`src/sfcf_params.svh`:
```
// Constants for the serial flash command front end
`ifndef SFCF_PARAMS_SVH
`define SFCF_PARAMS_SVH

// ----------------------------------------------------------------------
// Opcodes
// ----------------------------------------------------------------------
`define SFCF_OP_WRSR   8'h01
`define SFCF_OP_PP     8'h02
`define SFCF_OP_WRDI   8'h04
`define SFCF_OP_RDSR1  8'h05
`define SFCF_OP_WREN   8'h06
`define SFCF_OP_SE4    8'h20
`define SFCF_OP_QPP    8'h32
`define SFCF_OP_RDSR2  8'h35
`define SFCF_OP_VWREN  8'h50
`define SFCF_OP_BE32   8'h52
`define SFCF_OP_CE2    8'h60
`define SFCF_OP_SUSP   8'h75
`define SFCF_OP_RESM   8'h7a
`define SFCF_OP_RPD    8'hab
`define SFCF_OP_PDN    8'hb9
`define SFCF_OP_CE1    8'hc7
`define SFCF_OP_BE64   8'hd8

// ----------------------------------------------------------------------
// Status word layout
// ----------------------------------------------------------------------
`define SFCF_ST_BUSY   0
`define SFCF_ST_WL     1
`define SFCF_ST_BP_LO  2
`define SFCF_ST_BP_HI  4
`define SFCF_ST_TB     5
`define SFCF_ST_SEC    6
`define SFCF_ST_SRP1   8
`define SFCF_ST_CMP    14
`define SFCF_ST_SUS    15
`define SFCF_ST_WMASK  16'h7ffc
`define SFCF_ST_OTP    16'h3c00
`define SFCF_ST_RST    16'h0000

// ----------------------------------------------------------------------
// Array geometry (byte addresses, 21 bits to hold the full size)
// ----------------------------------------------------------------------
`define SFCF_ARR_SZ    21'h100000
`define SFCF_ARR_TOP   21'h0fffff
`define SFCF_BLK_SZ    21'h010000
`define SFCF_SEC_SZ    21'h001000
`define SFCF_HALF_SZ   21'h008000
`define SFCF_M_PAGE    20'h000ff
`define SFCF_M_4K      20'h00fff
`define SFCF_M_32K     20'h07fff
`define SFCF_M_64K     20'h0ffff
`define SFCF_M_CHIP    20'hfffff

// ----------------------------------------------------------------------
// Bit counts within one instruction
// ----------------------------------------------------------------------
`define SFCF_BITS_OP   12'd8
`define SFCF_BITS_ST2  12'd16
`define SFCF_BITS_ST3  12'd24
`define SFCF_BITS_ADR  12'd32
`define SFCF_BITS_MAX  12'hff8
`define SFCF_NIB_STEP  12'd4

// ----------------------------------------------------------------------
// Register offsets
// ----------------------------------------------------------------------
`define SFCF_REG_STAT  4'h0
`define SFCF_REG_CMD   4'h4
`define SFCF_REG_CTRL  4'h8
`define SFCF_CTRL_DONE 0

`endif

```
`src/sfcf_end_marker_note.sv`:
```
`timescale 1ns/1ps

```
`src/sfcf_pkg.sv`:
```
// Types for the serial flash command front end
package sfcf_pkg;
   // Instruction phase, Gray coded along idle-op-addr-data
   typedef enum logic [1:0] {
      sfcf_ph_idle = 2'b00,
      sfcf_ph_op   = 2'b01,
      sfcf_ph_addr = 2'b11,
      sfcf_ph_data = 2'b10
   } sfcf_phase_t;
endpackage

```
`src/sfcf_fifo.sv`:
```
// Program data FIFO with registered output stage
`timescale 1ns/1ps
module sfcf_fifo #(
   parameter int W = 9,
   parameter int D = 16
) (
   input wire logic sys_clk_i,
   input wire logic srst_i,
   input wire logic [W-1:0] in_data_i,
   input wire logic in_valid_i,
   output logic in_ready_o,
   output logic [W-1:0] out_data_o,
   output logic out_valid_o,
   input wire logic out_ready_i
);
   localparam int AW = $clog2(D);
   // ----------------------------------------------------------------
   // Storage and pointers
   // ----------------------------------------------------------------
   logic [W-1:0] mem [D];      // Entry array
   logic [AW-1:0] wr_ptr;      // Next write slot
   logic [AW-1:0] rd_ptr;      // Next read slot
   logic [AW:0] count;         // Entries held in the array
   logic push;
   logic pop;

   assign in_ready_o = (count != D[AW:0]);
   assign push = in_valid_i & in_ready_o;
   // Refill output stage when empty or being drained
   assign pop = (count != '0) & (~out_valid_o | out_ready_i);

   // Array write
   always_ff @(posedge sys_clk_i) begin
      if (push) begin
         mem[wr_ptr] <= in_data_i;
      end
   end

   // Pointers and occupancy
   always_ff @(posedge sys_clk_i) begin
      if (srst_i) begin
         wr_ptr <= '0;
         rd_ptr <= '0;
         count <= '0;
      end else begin
         if (push) begin
            wr_ptr <= (wr_ptr == AW'(D - 1)) ? '0 : wr_ptr + 1'b1;
         end
         if (pop) begin
            rd_ptr <= (rd_ptr == AW'(D - 1)) ? '0 : rd_ptr + 1'b1;
         end
         count <= count + {{AW{1'b0}}, push} - {{AW{1'b0}}, pop};
      end
   end

   // Output register stage
   always_ff @(posedge sys_clk_i) begin
      if (srst_i) begin
         out_valid_o <= 1'b0;
         out_data_o <= '0;
      end else if (pop) begin
         out_valid_o <= 1'b1;
         out_data_o <= mem[rd_ptr];
      end else if (out_ready_i) begin
         out_valid_o <= 1'b0;
      end
   end
endmodule

```
`src/sfcf_core.sv`:
```
// Serial flash instruction framing and write protection front end
//
// Operation
// Select falling starts; first byte is opcode
// Input sampled on clock rise, MSB first
// Select rising completes or ends instruction
// Reads may end after any bit
// Writes ended mid-byte are discarded
// While busy, only status reads accepted; code also accepts 75h suspend
// Protected-region erase or program is ignored
// Complement mode inverts protected region table
// 05h/35h return status bytes, repeating
// Read-back bytes driven MSB first
// Quad program data: high nibble first
// 75h suspends running erase or program
// 7Ah resumes suspended erase or program
// Host may send FFh FFh to exit
// Decode status write, program, erase, power-down
// Write latch needed before any modify
// 50h allows volatile status write
// Granularity and top-bottom shape the region
// Complement bit reverses protected area
`timescale 1ns/1ps
`include "sfcf_params.svh"
module sfcf_core #(
   parameter int FIFO_DEPTH = 16
) (
   input wire logic sys_clk_i,
   input wire logic srst_i,
   input wire logic sel_n_i,
   input wire logic sclk_i,
   input wire logic serial_in_line_i,
   input wire logic quad_line_one_i,
   output logic quad_line_one_o,
   output logic quad_line_one_oe_o,
   input wire logic quad_line_two_i,
   input wire logic quad_line_three_i,
   input wire logic [3:0] reg_addr_i,
   input wire logic [31:0] reg_wdata_i,
   input wire logic reg_wr_i,
   input wire logic reg_rd_i,
   output logic [31:0] reg_rdata_o,
   output logic cmd_valid_o,
   output logic [7:0] cmd_op_o,
   output logic [23:0] cmd_addr_o,
   output logic [8:0] prog_data_o,
   output logic prog_valid_o,
   input wire logic prog_ready_i
);
   import sfcf_pkg::*;

   // ----------------------------------------------------------------
   // Pin synchronisers
   // ----------------------------------------------------------------
   logic [5:0] pin_raw;       // Raw link pins
   logic [5:0] sync_a;        // First stage, read only by second
   logic [5:0] sync_b;        // Second stage, safe to use
   logic sclk_d;              // Delayed clock for edge finding
   logic sel_d;               // Delayed select for edge finding

   assign pin_raw = {sel_n_i, sclk_i, quad_line_three_i,
                     quad_line_two_i, quad_line_one_i, serial_in_line_i};

   // Two flops per pin
   genvar gi;
   generate
      for (gi = 0; gi < 6; gi++) begin : g_sync
         always_ff @(posedge sys_clk_i) begin
            if (srst_i) begin
               // Link clock idles low, the other pins high
               sync_a[gi] <= (gi != 4);
               sync_b[gi] <= (gi != 4);
            end else begin
               sync_a[gi] <= pin_raw[gi];
               sync_b[gi] <= sync_a[gi];
            end
         end
      end
   endgenerate

   // Edge history
   always_ff @(posedge sys_clk_i) begin
      if (srst_i) begin
         sclk_d <= 1'b0;
         sel_d <= 1'b1;
      end else begin
         sclk_d <= sync_b[4];
         sel_d <= sync_b[5];
      end
   end

   logic sel_n_s;
   logic sclk_rise;
   logic sclk_fall;
   logic sel_fall;
   logic sel_rise;
   assign sel_n_s = sync_b[5];
   assign sclk_rise = sync_b[4] & ~sclk_d & ~sel_n_s;
   assign sclk_fall = ~sync_b[4] & sclk_d & ~sel_n_s;
   assign sel_fall = ~sel_n_s & sel_d;
   assign sel_rise = sel_n_s & ~sel_d;

   // ----------------------------------------------------------------
   // Instruction state
   // ----------------------------------------------------------------
   sfcf_phase_t phase;        // Where in the instruction we are
   logic [11:0] bit_cnt;      // Bits clocked in, saturating
   logic [7:0] shreg;         // Input shift register
   logic [7:0] opcode;        // Captured opcode
   logic [23:0] addr;         // Address or status bytes
   logic ignore;              // Instruction refused at opcode
   logic quad_ph;             // Nibble-wide data phase
   logic [11:0] next_cnt;
   logic [7:0] next_shreg;
   logic byte_done;

   assign quad_ph = (phase == sfcf_ph_data) && (opcode == `SFCF_OP_QPP);

   // Next shift value: one bit, or a nibble in quad data phase
   always_comb begin
      if (quad_ph) begin
         next_shreg = {shreg[3:0], sync_b[3:0]};
         next_cnt = bit_cnt + `SFCF_NIB_STEP;
      end else begin
         next_shreg = {shreg[6:0], sync_b[0]};
         next_cnt = bit_cnt + 12'd1;
      end
      if (bit_cnt >= `SFCF_BITS_MAX) begin
         next_cnt = bit_cnt;
      end
   end
   assign byte_done = sclk_rise && (next_cnt[2:0] == 3'h0);

   // ----------------------------------------------------------------
   // Status and control state
   // ----------------------------------------------------------------
   logic [15:0] stat_w;       // Writable status bits
   logic busy;                // Internal cycle running
   logic wl;                  // write_latch
   logic sus;                 // Suspended cycle
   logic susp_ok;             // Running cycle may be suspended
   logic vol_en;              // Next status write is volatile
   logic pdown;               // Powered down
   logic [15:0] status;

   always_comb begin
      status = stat_w & `SFCF_ST_WMASK;
      status[`SFCF_ST_BUSY] = busy;
      status[`SFCF_ST_WL] = wl;
      status[`SFCF_ST_SUS] = sus;
   end

   // Shift engine, phase and opcode capture
   always_ff @(posedge sys_clk_i) begin
      if (srst_i) begin
         phase <= sfcf_ph_idle;
         bit_cnt <= '0;
         shreg <= '0;
         opcode <= '0;
         addr <= '0;
         ignore <= 1'b0;
      end else if (sel_rise) begin
         phase <= sfcf_ph_idle;
         bit_cnt <= '0;
      end else if (sel_fall) begin
         phase <= sfcf_ph_op;
         bit_cnt <= '0;
         ignore <= 1'b0;
      end else if (sclk_rise && phase != sfcf_ph_idle) begin
         bit_cnt <= next_cnt;
         shreg <= next_shreg;
         if (byte_done && phase == sfcf_ph_op) begin
            opcode <= next_shreg;
            phase <= sfcf_ph_addr;
            // Busy allows only status reads and suspend
            ignore <= (busy && next_shreg != `SFCF_OP_RDSR1 &&
                       next_shreg != `SFCF_OP_RDSR2 &&
                       next_shreg != `SFCF_OP_SUSP) ||
                      (pdown && next_shreg != `SFCF_OP_RPD);
         end else if (byte_done && phase == sfcf_ph_addr) begin
            addr <= {addr[15:0], next_shreg};
            if (next_cnt == `SFCF_BITS_ADR) begin
               phase <= sfcf_ph_data;
            end
         end
      end
   end

   // ----------------------------------------------------------------
   // Protection decode
   // ----------------------------------------------------------------
   // True when [lo,hi] overlaps any protected byte
   function automatic logic prot_hit(input logic [15:0] st,
                                     input logic [19:0] lo,
                                     input logic [19:0] hi);
      logic [2:0] bp;
      logic [20:0] sz;
      logic none;
      logic all;
      logic pnone;
      logic [20:0] plo;
      logic [20:0] phi;
      begin
         bp = st[`SFCF_ST_BP_HI:`SFCF_ST_BP_LO];
         sz = '0;
         none = (bp == 3'h0);
         all = 1'b0;
         // Granularity picks block or sector sizes
         if (!st[`SFCF_ST_SEC]) begin
            if (bp[2] && bp != 3'h4) begin
               all = 1'b1;
            end else begin
               sz = `SFCF_BLK_SZ << (bp - 3'h1);
            end
         end else if (bp == 3'h7) begin
            all = 1'b1;
         end else if (bp[2]) begin
            sz = `SFCF_HALF_SZ;
         end else begin
            sz = `SFCF_SEC_SZ << (bp - 3'h1);
         end
         // Top or bottom placement
         if (all) begin
            plo = '0;
            phi = `SFCF_ARR_TOP;
         end else if (st[`SFCF_ST_TB]) begin
            plo = '0;
            phi = sz - 21'h1;
         end else begin
            plo = `SFCF_ARR_SZ - sz;
            phi = `SFCF_ARR_TOP;
         end
         pnone = none;
         // Complement reverses the region
         if (st[`SFCF_ST_CMP]) begin
            if (none) begin
               pnone = 1'b0;
               plo = '0;
               phi = `SFCF_ARR_TOP;
            end else if (all) begin
               pnone = 1'b1;
            end else if (st[`SFCF_ST_TB]) begin
               plo = sz;
               phi = `SFCF_ARR_TOP;
            end else begin
               phi = `SFCF_ARR_SZ - sz - 21'h1;
               plo = '0;
            end
         end
         prot_hit = !pnone && ({1'b0, lo} <= phi) && ({1'b0, hi} >= plo);
      end
   endfunction

   logic [19:0] reg_mask;     // Span of the addressed region
   logic is_prog;
   logic is_erase;
   logic hit;

   // Region span per command
   always_comb begin
      is_prog = (opcode == `SFCF_OP_PP) || (opcode == `SFCF_OP_QPP);
      is_erase = 1'b1;
      case (opcode)
         `SFCF_OP_SE4: reg_mask = `SFCF_M_4K;
         `SFCF_OP_BE32: reg_mask = `SFCF_M_32K;
         `SFCF_OP_BE64: reg_mask = `SFCF_M_64K;
         `SFCF_OP_CE1, `SFCF_OP_CE2: reg_mask = `SFCF_M_CHIP;
         default: begin
            reg_mask = `SFCF_M_PAGE;
            is_erase = 1'b0;
         end
      endcase
   end
   assign hit = prot_hit(stat_w, addr[19:0] & ~reg_mask,
                         addr[19:0] | reg_mask);

   // ----------------------------------------------------------------
   // Completion decode at select rising
   // ----------------------------------------------------------------
   logic take;                // Accepted instruction ends now
   logic aligned;             // Whole bytes only
   logic commit;              // Array command goes out
   logic overrun;             // Data lost to back-pressure
   logic chip_er;
   logic addr_ok;

   assign take = sel_rise && phase != sfcf_ph_idle && !ignore;
   assign aligned = (bit_cnt[2:0] == 3'h0);
   assign chip_er = (opcode == `SFCF_OP_CE1) || (opcode == `SFCF_OP_CE2);
   assign addr_ok = chip_er ? (bit_cnt == `SFCF_BITS_OP) :
                    is_prog ? (bit_cnt > `SFCF_BITS_ADR) :
                    (bit_cnt == `SFCF_BITS_ADR);
   assign commit = take && aligned && wl && addr_ok && !hit &&
                   (is_prog || is_erase) && !(is_prog && overrun);

   // Status, latch, suspend, power-down and busy
   always_ff @(posedge sys_clk_i) begin
      if (srst_i) begin
         stat_w <= `SFCF_ST_RST;
         busy <= 1'b0;
         wl <= 1'b0;
         sus <= 1'b0;
         susp_ok <= 1'b0;
         vol_en <= 1'b0;
         pdown <= 1'b0;
      end else begin
         // Software ends the internal cycle
         if (reg_wr_i && reg_addr_i == `SFCF_REG_CTRL &&
             reg_wdata_i[`SFCF_CTRL_DONE]) begin
            busy <= 1'b0;
            wl <= 1'b0;
         end
         if (take && aligned) begin
            vol_en <= 1'b0;
            case (opcode)
               `SFCF_OP_WREN: wl <= 1'b1;
               `SFCF_OP_WRDI: wl <= 1'b0;
               `SFCF_OP_VWREN: vol_en <= 1'b1;
               `SFCF_OP_WRSR: begin
                  if ((wl || vol_en) && !stat_w[`SFCF_ST_SRP1] &&
                      bit_cnt >= `SFCF_BITS_ST2) begin
                     stat_w[7:0] <= (bit_cnt == `SFCF_BITS_ST2) ?
                                    addr[7:0] : addr[15:8];
                     if (bit_cnt >= `SFCF_BITS_ST3) begin
                        stat_w[15:8] <= addr[7:0] |
                                        (stat_w[15:8] & 8'h3c); // OTP
                     end
                     busy <= !vol_en;
                     susp_ok <= 1'b0;
                     wl <= 1'b0;
                  end
               end
               `SFCF_OP_SUSP: begin
                  if (busy && susp_ok) begin
                     sus <= 1'b1;
                     busy <= 1'b0;
                  end
               end
               `SFCF_OP_RESM: begin
                  if (sus) begin
                     sus <= 1'b0;
                     busy <= 1'b1;
                  end
               end
               `SFCF_OP_PDN: pdown <= 1'b1;
               `SFCF_OP_RPD: pdown <= 1'b0;
               default: begin
                  if (commit) begin
                     busy <= 1'b1;
                     susp_ok <= 1'b1;
                     wl <= 1'b0;
                  end
               end
            endcase
         end
      end
   end

   // Command output and record
   always_ff @(posedge sys_clk_i) begin
      if (srst_i) begin
         cmd_valid_o <= 1'b0;
         cmd_op_o <= '0;
         cmd_addr_o <= '0;
      end else begin
         cmd_valid_o <= commit;
         if (commit) begin
            cmd_op_o <= opcode;
            cmd_addr_o <= chip_er ? 24'h000000 : addr;
         end
      end
   end

   // ----------------------------------------------------------------
   // Program data staging into the FIFO
   // ----------------------------------------------------------------
   logic pend_v;              // Data byte waiting for FIFO
   logic [7:0] pend_d;
   logic term_v;              // End marker waiting for FIFO
   logic term_ok;             // Marker says commit
   logic fifo_in_ready;
   logic fifo_push;
   logic [8:0] fifo_in;
   logic data_byte;

   assign data_byte = byte_done && phase == sfcf_ph_data && is_prog &&
                      !ignore && !sel_rise && !sel_fall;
   assign fifo_push = pend_v | term_v;
   assign fifo_in = pend_v ? {1'b0, pend_d} : {1'b1, 7'h00, term_ok};

   // Pending byte, marker and overrun tracking
   always_ff @(posedge sys_clk_i) begin
      if (srst_i) begin
         pend_v <= 1'b0;
         pend_d <= '0;
         term_v <= 1'b0;
         term_ok <= 1'b0;
         overrun <= 1'b0;
      end else begin
         if (pend_v && fifo_in_ready) begin
            pend_v <= 1'b0;
         end else if (term_v && fifo_in_ready) begin
            term_v <= 1'b0;
         end
         if (data_byte) begin
            if (pend_v && !fifo_in_ready) begin
               overrun <= 1'b1; // Stalled sink lost a byte
            end else begin
               pend_v <= 1'b1;
               pend_d <= next_shreg;
            end
         end
         if (sel_fall) begin
            overrun <= 1'b0;
         end
         // Marker tells the array side keep or drop
         if (sel_rise && is_prog && phase == sfcf_ph_data && !ignore) begin
            term_v <= 1'b1;
            term_ok <= commit;
         end
      end
   end

   sfcf_fifo #(
      .W(9),
      .D(FIFO_DEPTH)
   ) u_fifo (
      .sys_clk_i(sys_clk_i),
      .srst_i(srst_i),
      .in_data_i(fifo_in),
      .in_valid_i(fifo_push),
      .in_ready_o(fifo_in_ready),
      .out_data_o(prog_data_o),
      .out_valid_o(prog_valid_o),
      .out_ready_i(prog_ready_i)
   );

   // ----------------------------------------------------------------
   // Status read-back on the output line
   // ----------------------------------------------------------------
   logic rd_active;           // Status read in its data phase
   logic [2:0] out_cnt;       // Bit within outgoing byte
   logic [6:0] out_sh;        // Remaining bits of outgoing byte
   logic [7:0] out_byte;

   assign rd_active = !sel_n_s && bit_cnt >= `SFCF_BITS_OP && !ignore &&
                      (opcode == `SFCF_OP_RDSR1 || opcode == `SFCF_OP_RDSR2);
   assign out_byte = (opcode == `SFCF_OP_RDSR2) ? status[15:8] :
                     status[7:0];

   // Drive on falling clock, byte reloaded each time round
   always_ff @(posedge sys_clk_i) begin
      if (srst_i) begin
         quad_line_one_o <= 1'b0;
         quad_line_one_oe_o <= 1'b0;
         out_cnt <= '0;
         out_sh <= '0;
      end else if (!rd_active) begin
         quad_line_one_oe_o <= 1'b0;
         out_cnt <= '0;
      end else begin
         quad_line_one_oe_o <= 1'b1;
         if (sclk_fall) begin
            out_cnt <= out_cnt + 3'h1;
            if (out_cnt == 3'h0) begin
               quad_line_one_o <= out_byte[7];
               out_sh <= out_byte[6:0];
            end else begin
               quad_line_one_o <= out_sh[6];
               out_sh <= {out_sh[5:0], 1'b0};
            end
         end
      end
   end

   // ----------------------------------------------------------------
   // Register read port
   // ----------------------------------------------------------------
   always_ff @(posedge sys_clk_i) begin
      if (srst_i) begin
         reg_rdata_o <= '0;
      end else if (reg_rd_i) begin
         case (reg_addr_i)
            `SFCF_REG_STAT: reg_rdata_o <= {16'h0000, status};
            `SFCF_REG_CMD: reg_rdata_o <= {cmd_op_o, cmd_addr_o};
            default: reg_rdata_o <= '0;
         endcase
      end else begin
         reg_rdata_o <= '0;
      end
   end
endmodule

```
`config.mk`:
```
export PLATFORM = sky130hd
export DESIGN_NAME = sfcf_core
export DESIGN_NICKNAME = d
export VERILOG_FILES = /design/src/sfcf_end_marker_note.sv /design/src/sfcf_pkg.sv /design/src/sfcf_fifo.sv /design/src/sfcf_core.sv
export VERILOG_INCLUDE_DIRS = /design/src
export SDC_FILE = /design/constraint.sdc
export NUM_CORES = 1
export LEC_CHECK = 0
export BUFFER_PORTS_ARGS = -buffer_cell sky130_fd_sc_hd__buf_2
export CAP_MARGIN = 20
export CORE_UTILIZATION = 50
export DETAILED_ROUTE_END_ITERATION = 16
export PLACE_DENSITY = 0.72
export SYNTH_ARGS = -nofsm -noshare
export SYNTH_HDL_FRONTEND = slang
export SYNTH_SLANG_ARGS = --single-unit
export TNS_END_PERCENT = 30
```
`constraint.sdc`:
```
create_clock -name sys_clk_i -period 11.4 [get_ports sys_clk_i]
set_input_delay 2.28 -clock sys_clk_i [delete_from_list [all_inputs] [get_ports sys_clk_i]]
set_output_delay 2.28 -clock sys_clk_i [all_outputs]
set_load 0.02 [all_outputs]
```
==> impl_metrics.env <==
export IMPL_status="finished, final reports clean"
export IMPL_grt_overflow_total=0
export IMPL_die_x_um=177
export IMPL_post_cts_setup_buffer_count=0
export IMPL_yosysMostFrequentCell="dfxtp_1"
export IMPL_skew_ns=0.0271
export IMPL_die_y_um=177
export IMPL_ys_seq_area_share_pct=54.0
export IMPL_cts_buffer_depth=3
export IMPL_avgSynthCellArea_um2=11.0
export IMPL_slew_headroom_pct=30.5
export IMPL_netlist_area_mm2=0.0154
export IMPL_seq_area_mm2=0.00831
export IMPL_critical_path_arrival_ns=5.80
export IMPL_synth_enable_flop_cells=144
export IMPL_whs_ns=0.409
export IMPL_fin_nets=1540
export IMPL_rsz0062_at_grt="false"
export IMPL_synth_top_area_cell="edfxtp_1"
export IMPL_coreArea_mm2=0.0300
export IMPL_io_pins=124
export IMPL_cts_max_level=2
export IMPL_first_pass_iters=5
export IMPL_fin_util_pct=58.0
export IMPL_die_area_mm2=0.0315
export IMPL_netlist_top_cells_count="dfxtp_1, nor2_1, nand2_1, edfxtp_1, mux2i_1"
export IMPL_synth_top_area_share_pct=28.1
export IMPL_cts_sinks=343
export IMPL_drcViolationCount=0
export IMPL_cts_tree="built"
export IMPL_grt_first_pass_wirelength_mm=57.0
export IMPL_drt_iter0_drc=1062
export IMPL_worst_pin_slew_ns=1.04
export IMPL_ys_types=74
export IMPL_synthFlopType="dfxtp_1"
export IMPL_syn_to_final_growth_pct=12.9
export IMPL_num_antenna_cells=0
export IMPL_ant_nets=0
export IMPL_p_leak_nw=6.45
export IMPL_worstPathMaxFanout=36
export IMPL_multi_input_area_mm2=0.00663
export IMPL_timing_fmax_ghz=0.185
export IMPL_startpoint_type="register"
export IMPL_min_path_type="register to register"
export IMPL_min_period_ns=5.39
export IMPL_grt_max_degree=72
export IMPL_clk_latency_ns=0.52
export IMPL_viasPerCell=5.87
export IMPL_yosys_register_bits=343
export IMPL_postSynthCellCount=1397
export IMPL_portBuffers=92
export IMPL_setup_tns_ns=0
export IMPL_numCtsBuffers=37
export IMPL_clk_pin_slew_worst_paths_ns=0.06
export IMPL_initial_core_util_pct=51.4
export IMPL_slew_viol_final=0
export IMPL_path_class="register to register"
export IMPL_synth_nets=1482
export IMPL_setup_violations=0
export IMPL_rows=63
export IMPL_gp_congestion=0.895
export IMPL_fin_crit_sh_pct=47.3
export IMPL_synthTopCellsByArea="edfxtp_1, dfxtp_1, mux4_2"
export IMPL_antenna_found_initial=0
export IMPL_worst_ep_required_time_ns=11.80
export IMPL_grt_use_total_pct=23.4
export IMPL_cts_root_buf="clkbuf_16"
export IMPL_hold_buffers=0
export IMPL_drv_cap=0
export IMPL_fill_cells=2474
export IMPL_hold_viol=0
export IMPL_vias=10980
export IMPL_drt_wl_total_mm=36.2
export IMPL_layout_drive_gt1_share_pct=16.3
export IMPL_cts_repair_resized=0
export IMPL_vdd_drop_max_mv=0.184
export IMPL_yosysWarnings=0
export IMPL_grt_pass1_vias=10353
export IMPL_wire_per_inst_um=19.4
export IMPL_powerDensity_mw_per_mm2=171
export IMPL_synth_async_sr_flop_share_pct=0
export IMPL_cp_end_kind="register"
export IMPL_dp_hpwl_mm=24.4
-- layout make-up --
| class | instances | share of cell area, % |
|---|---|---|
| timing repair buffer | 106 | 3.29 |
| multi-input combinational | 934 | 38.1 |
| clock buffer | 51 | 6.10 |
| sequential | 343 | 47.8 |
| clock inverter | 15 | 1.15 |
| inverter | 33 | 0.713 |
| tap | 390 | 2.81 |
-- where the power goes --
part           internal, mW  switching (mW)  leakage (nW)
registers              1.30          0.0202          3.06
logic                 0.195           0.218          2.78
clock network         0.763           0.474         0.614
-- layout by cell type, fill, tap and decap left out, types with 8 or more instances in the layout --
cell type  count
or3_1         13
nor2b_1       17
a31oi_1        8
dfxtp_1      198
nor4_1        12
and2_1        28
nand4_1       14
and3_1        12
nand2_1      152
mux2i_1       87
ha_1          37
a21oi_1       58
or2_2         13
nor2_1       157
clkbuf_16     39
buf_2         91
nand2b_1      20
buf_4         13
edfxtp_1     144
nand3_1       35
nor3_1        15
o21ai_0       30
clkbuf_1       8
a211oi_1      22
mux4_2        45
inv_1         32
xnor2_1       14
xor2_1        14
a22oi_1       20
-- critical path, cell delays in order, from the launching register on --
cell,delay [ns]
dfxtp_1,0.66
or2_2,0.29
inv_1,0.06
ha_1,0.40
nor3b_1,0.21
o31ai_2,0.53
nand2_1,0.25
xnor2_1,0.36
nor2b_1,0.11
xnor2_1,0.15
o32ai_1,0.10
ha_1,0.22
a2111oi_0,0.48
o21ai_0,0.16
a41oi_1,0.26
nor3_1,0.08
a22o_2,0.21
buf_4,0.32
o311a_1,0.38
-- worst paths after layout --
path | startpoint | endpoint | slack (ns) | cells past startpoint
worst max register to register | stat_w[2]$_SDFFE_PP0P_ | busy$_SDFF_PP0_ | 6.01 | 18
worst min register to register | sync_a[2]$_SDFF_PP1_ | sync_b[2]$_SDFF_PP1_ | 0.41 | 1
worst min-delay path | sync_a[2]$_SDFF_PP1_ | sync_b[2]$_SDFF_PP1_ | 0.41 | 1
worst max-delay path | stat_w[2]$_SDFFE_PP0P_ | busy$_SDFF_PP0_ | 6.01 | 18
-- per-layer routing --
metal  share of wire, %  up-vias  global-route usage (%)  wire, um
met5                  0        -                       0         0
met4                1.8        0                    6.02       670
met3                7.3       54                    3.53      2640
met2                 44      429                    36.2     16100
met1                 46     5301                    34.3     16800
li1                   -     5196                       -         -
-- sequential cells by signal, indices dropped and copies added, names as in the netlist, 5 cells and up --
signal             flops
u_fifo.mem           144
cmd_addr_o            24
shreg                  7
cmd_op_o               8
pend_d                 8
bit_cnt               12
reg_rdata_o           32
out_sh                 7
sync_b                 5
stat_w                13
opcode                 8
sync_a                 6
u_fifo.count           5
addr                  24
u_fifo.out_data_o      9
-- per-stage QoR --
stage | area (um2) | setup WS, ns | power (mW) | instances
6_report | 17400 | 6.01 | 2.97 | 1872
5_1_grt | 17400 | 5.54 | 3.08 | 1872
4_1_cts | 17400 | 6.03 | 2.99 | 1869
3_5_place_dp | 16100 | 6.05 | 1.76 | 1803
3_3_place_gp | 16100 | 6.03 | 1.75 | 1803
2_1_floorplan | 15400 | 6.83 | 1.65 | 1397
-- cell families after synthesis --
kind of cell	Yosys count	share of synthesized area, %
adders and majority gates	38	3.14
buffers and inverters	120	3.26
AOI/OAI and AO/OA	194	8.41
and+or+nand+nor	536	16.9
muxes	138	12.7
DFF	343	54.0
xor gates and xnor gates	28	1.59
No activity file was read; power rests on OpenSTA's default activity.
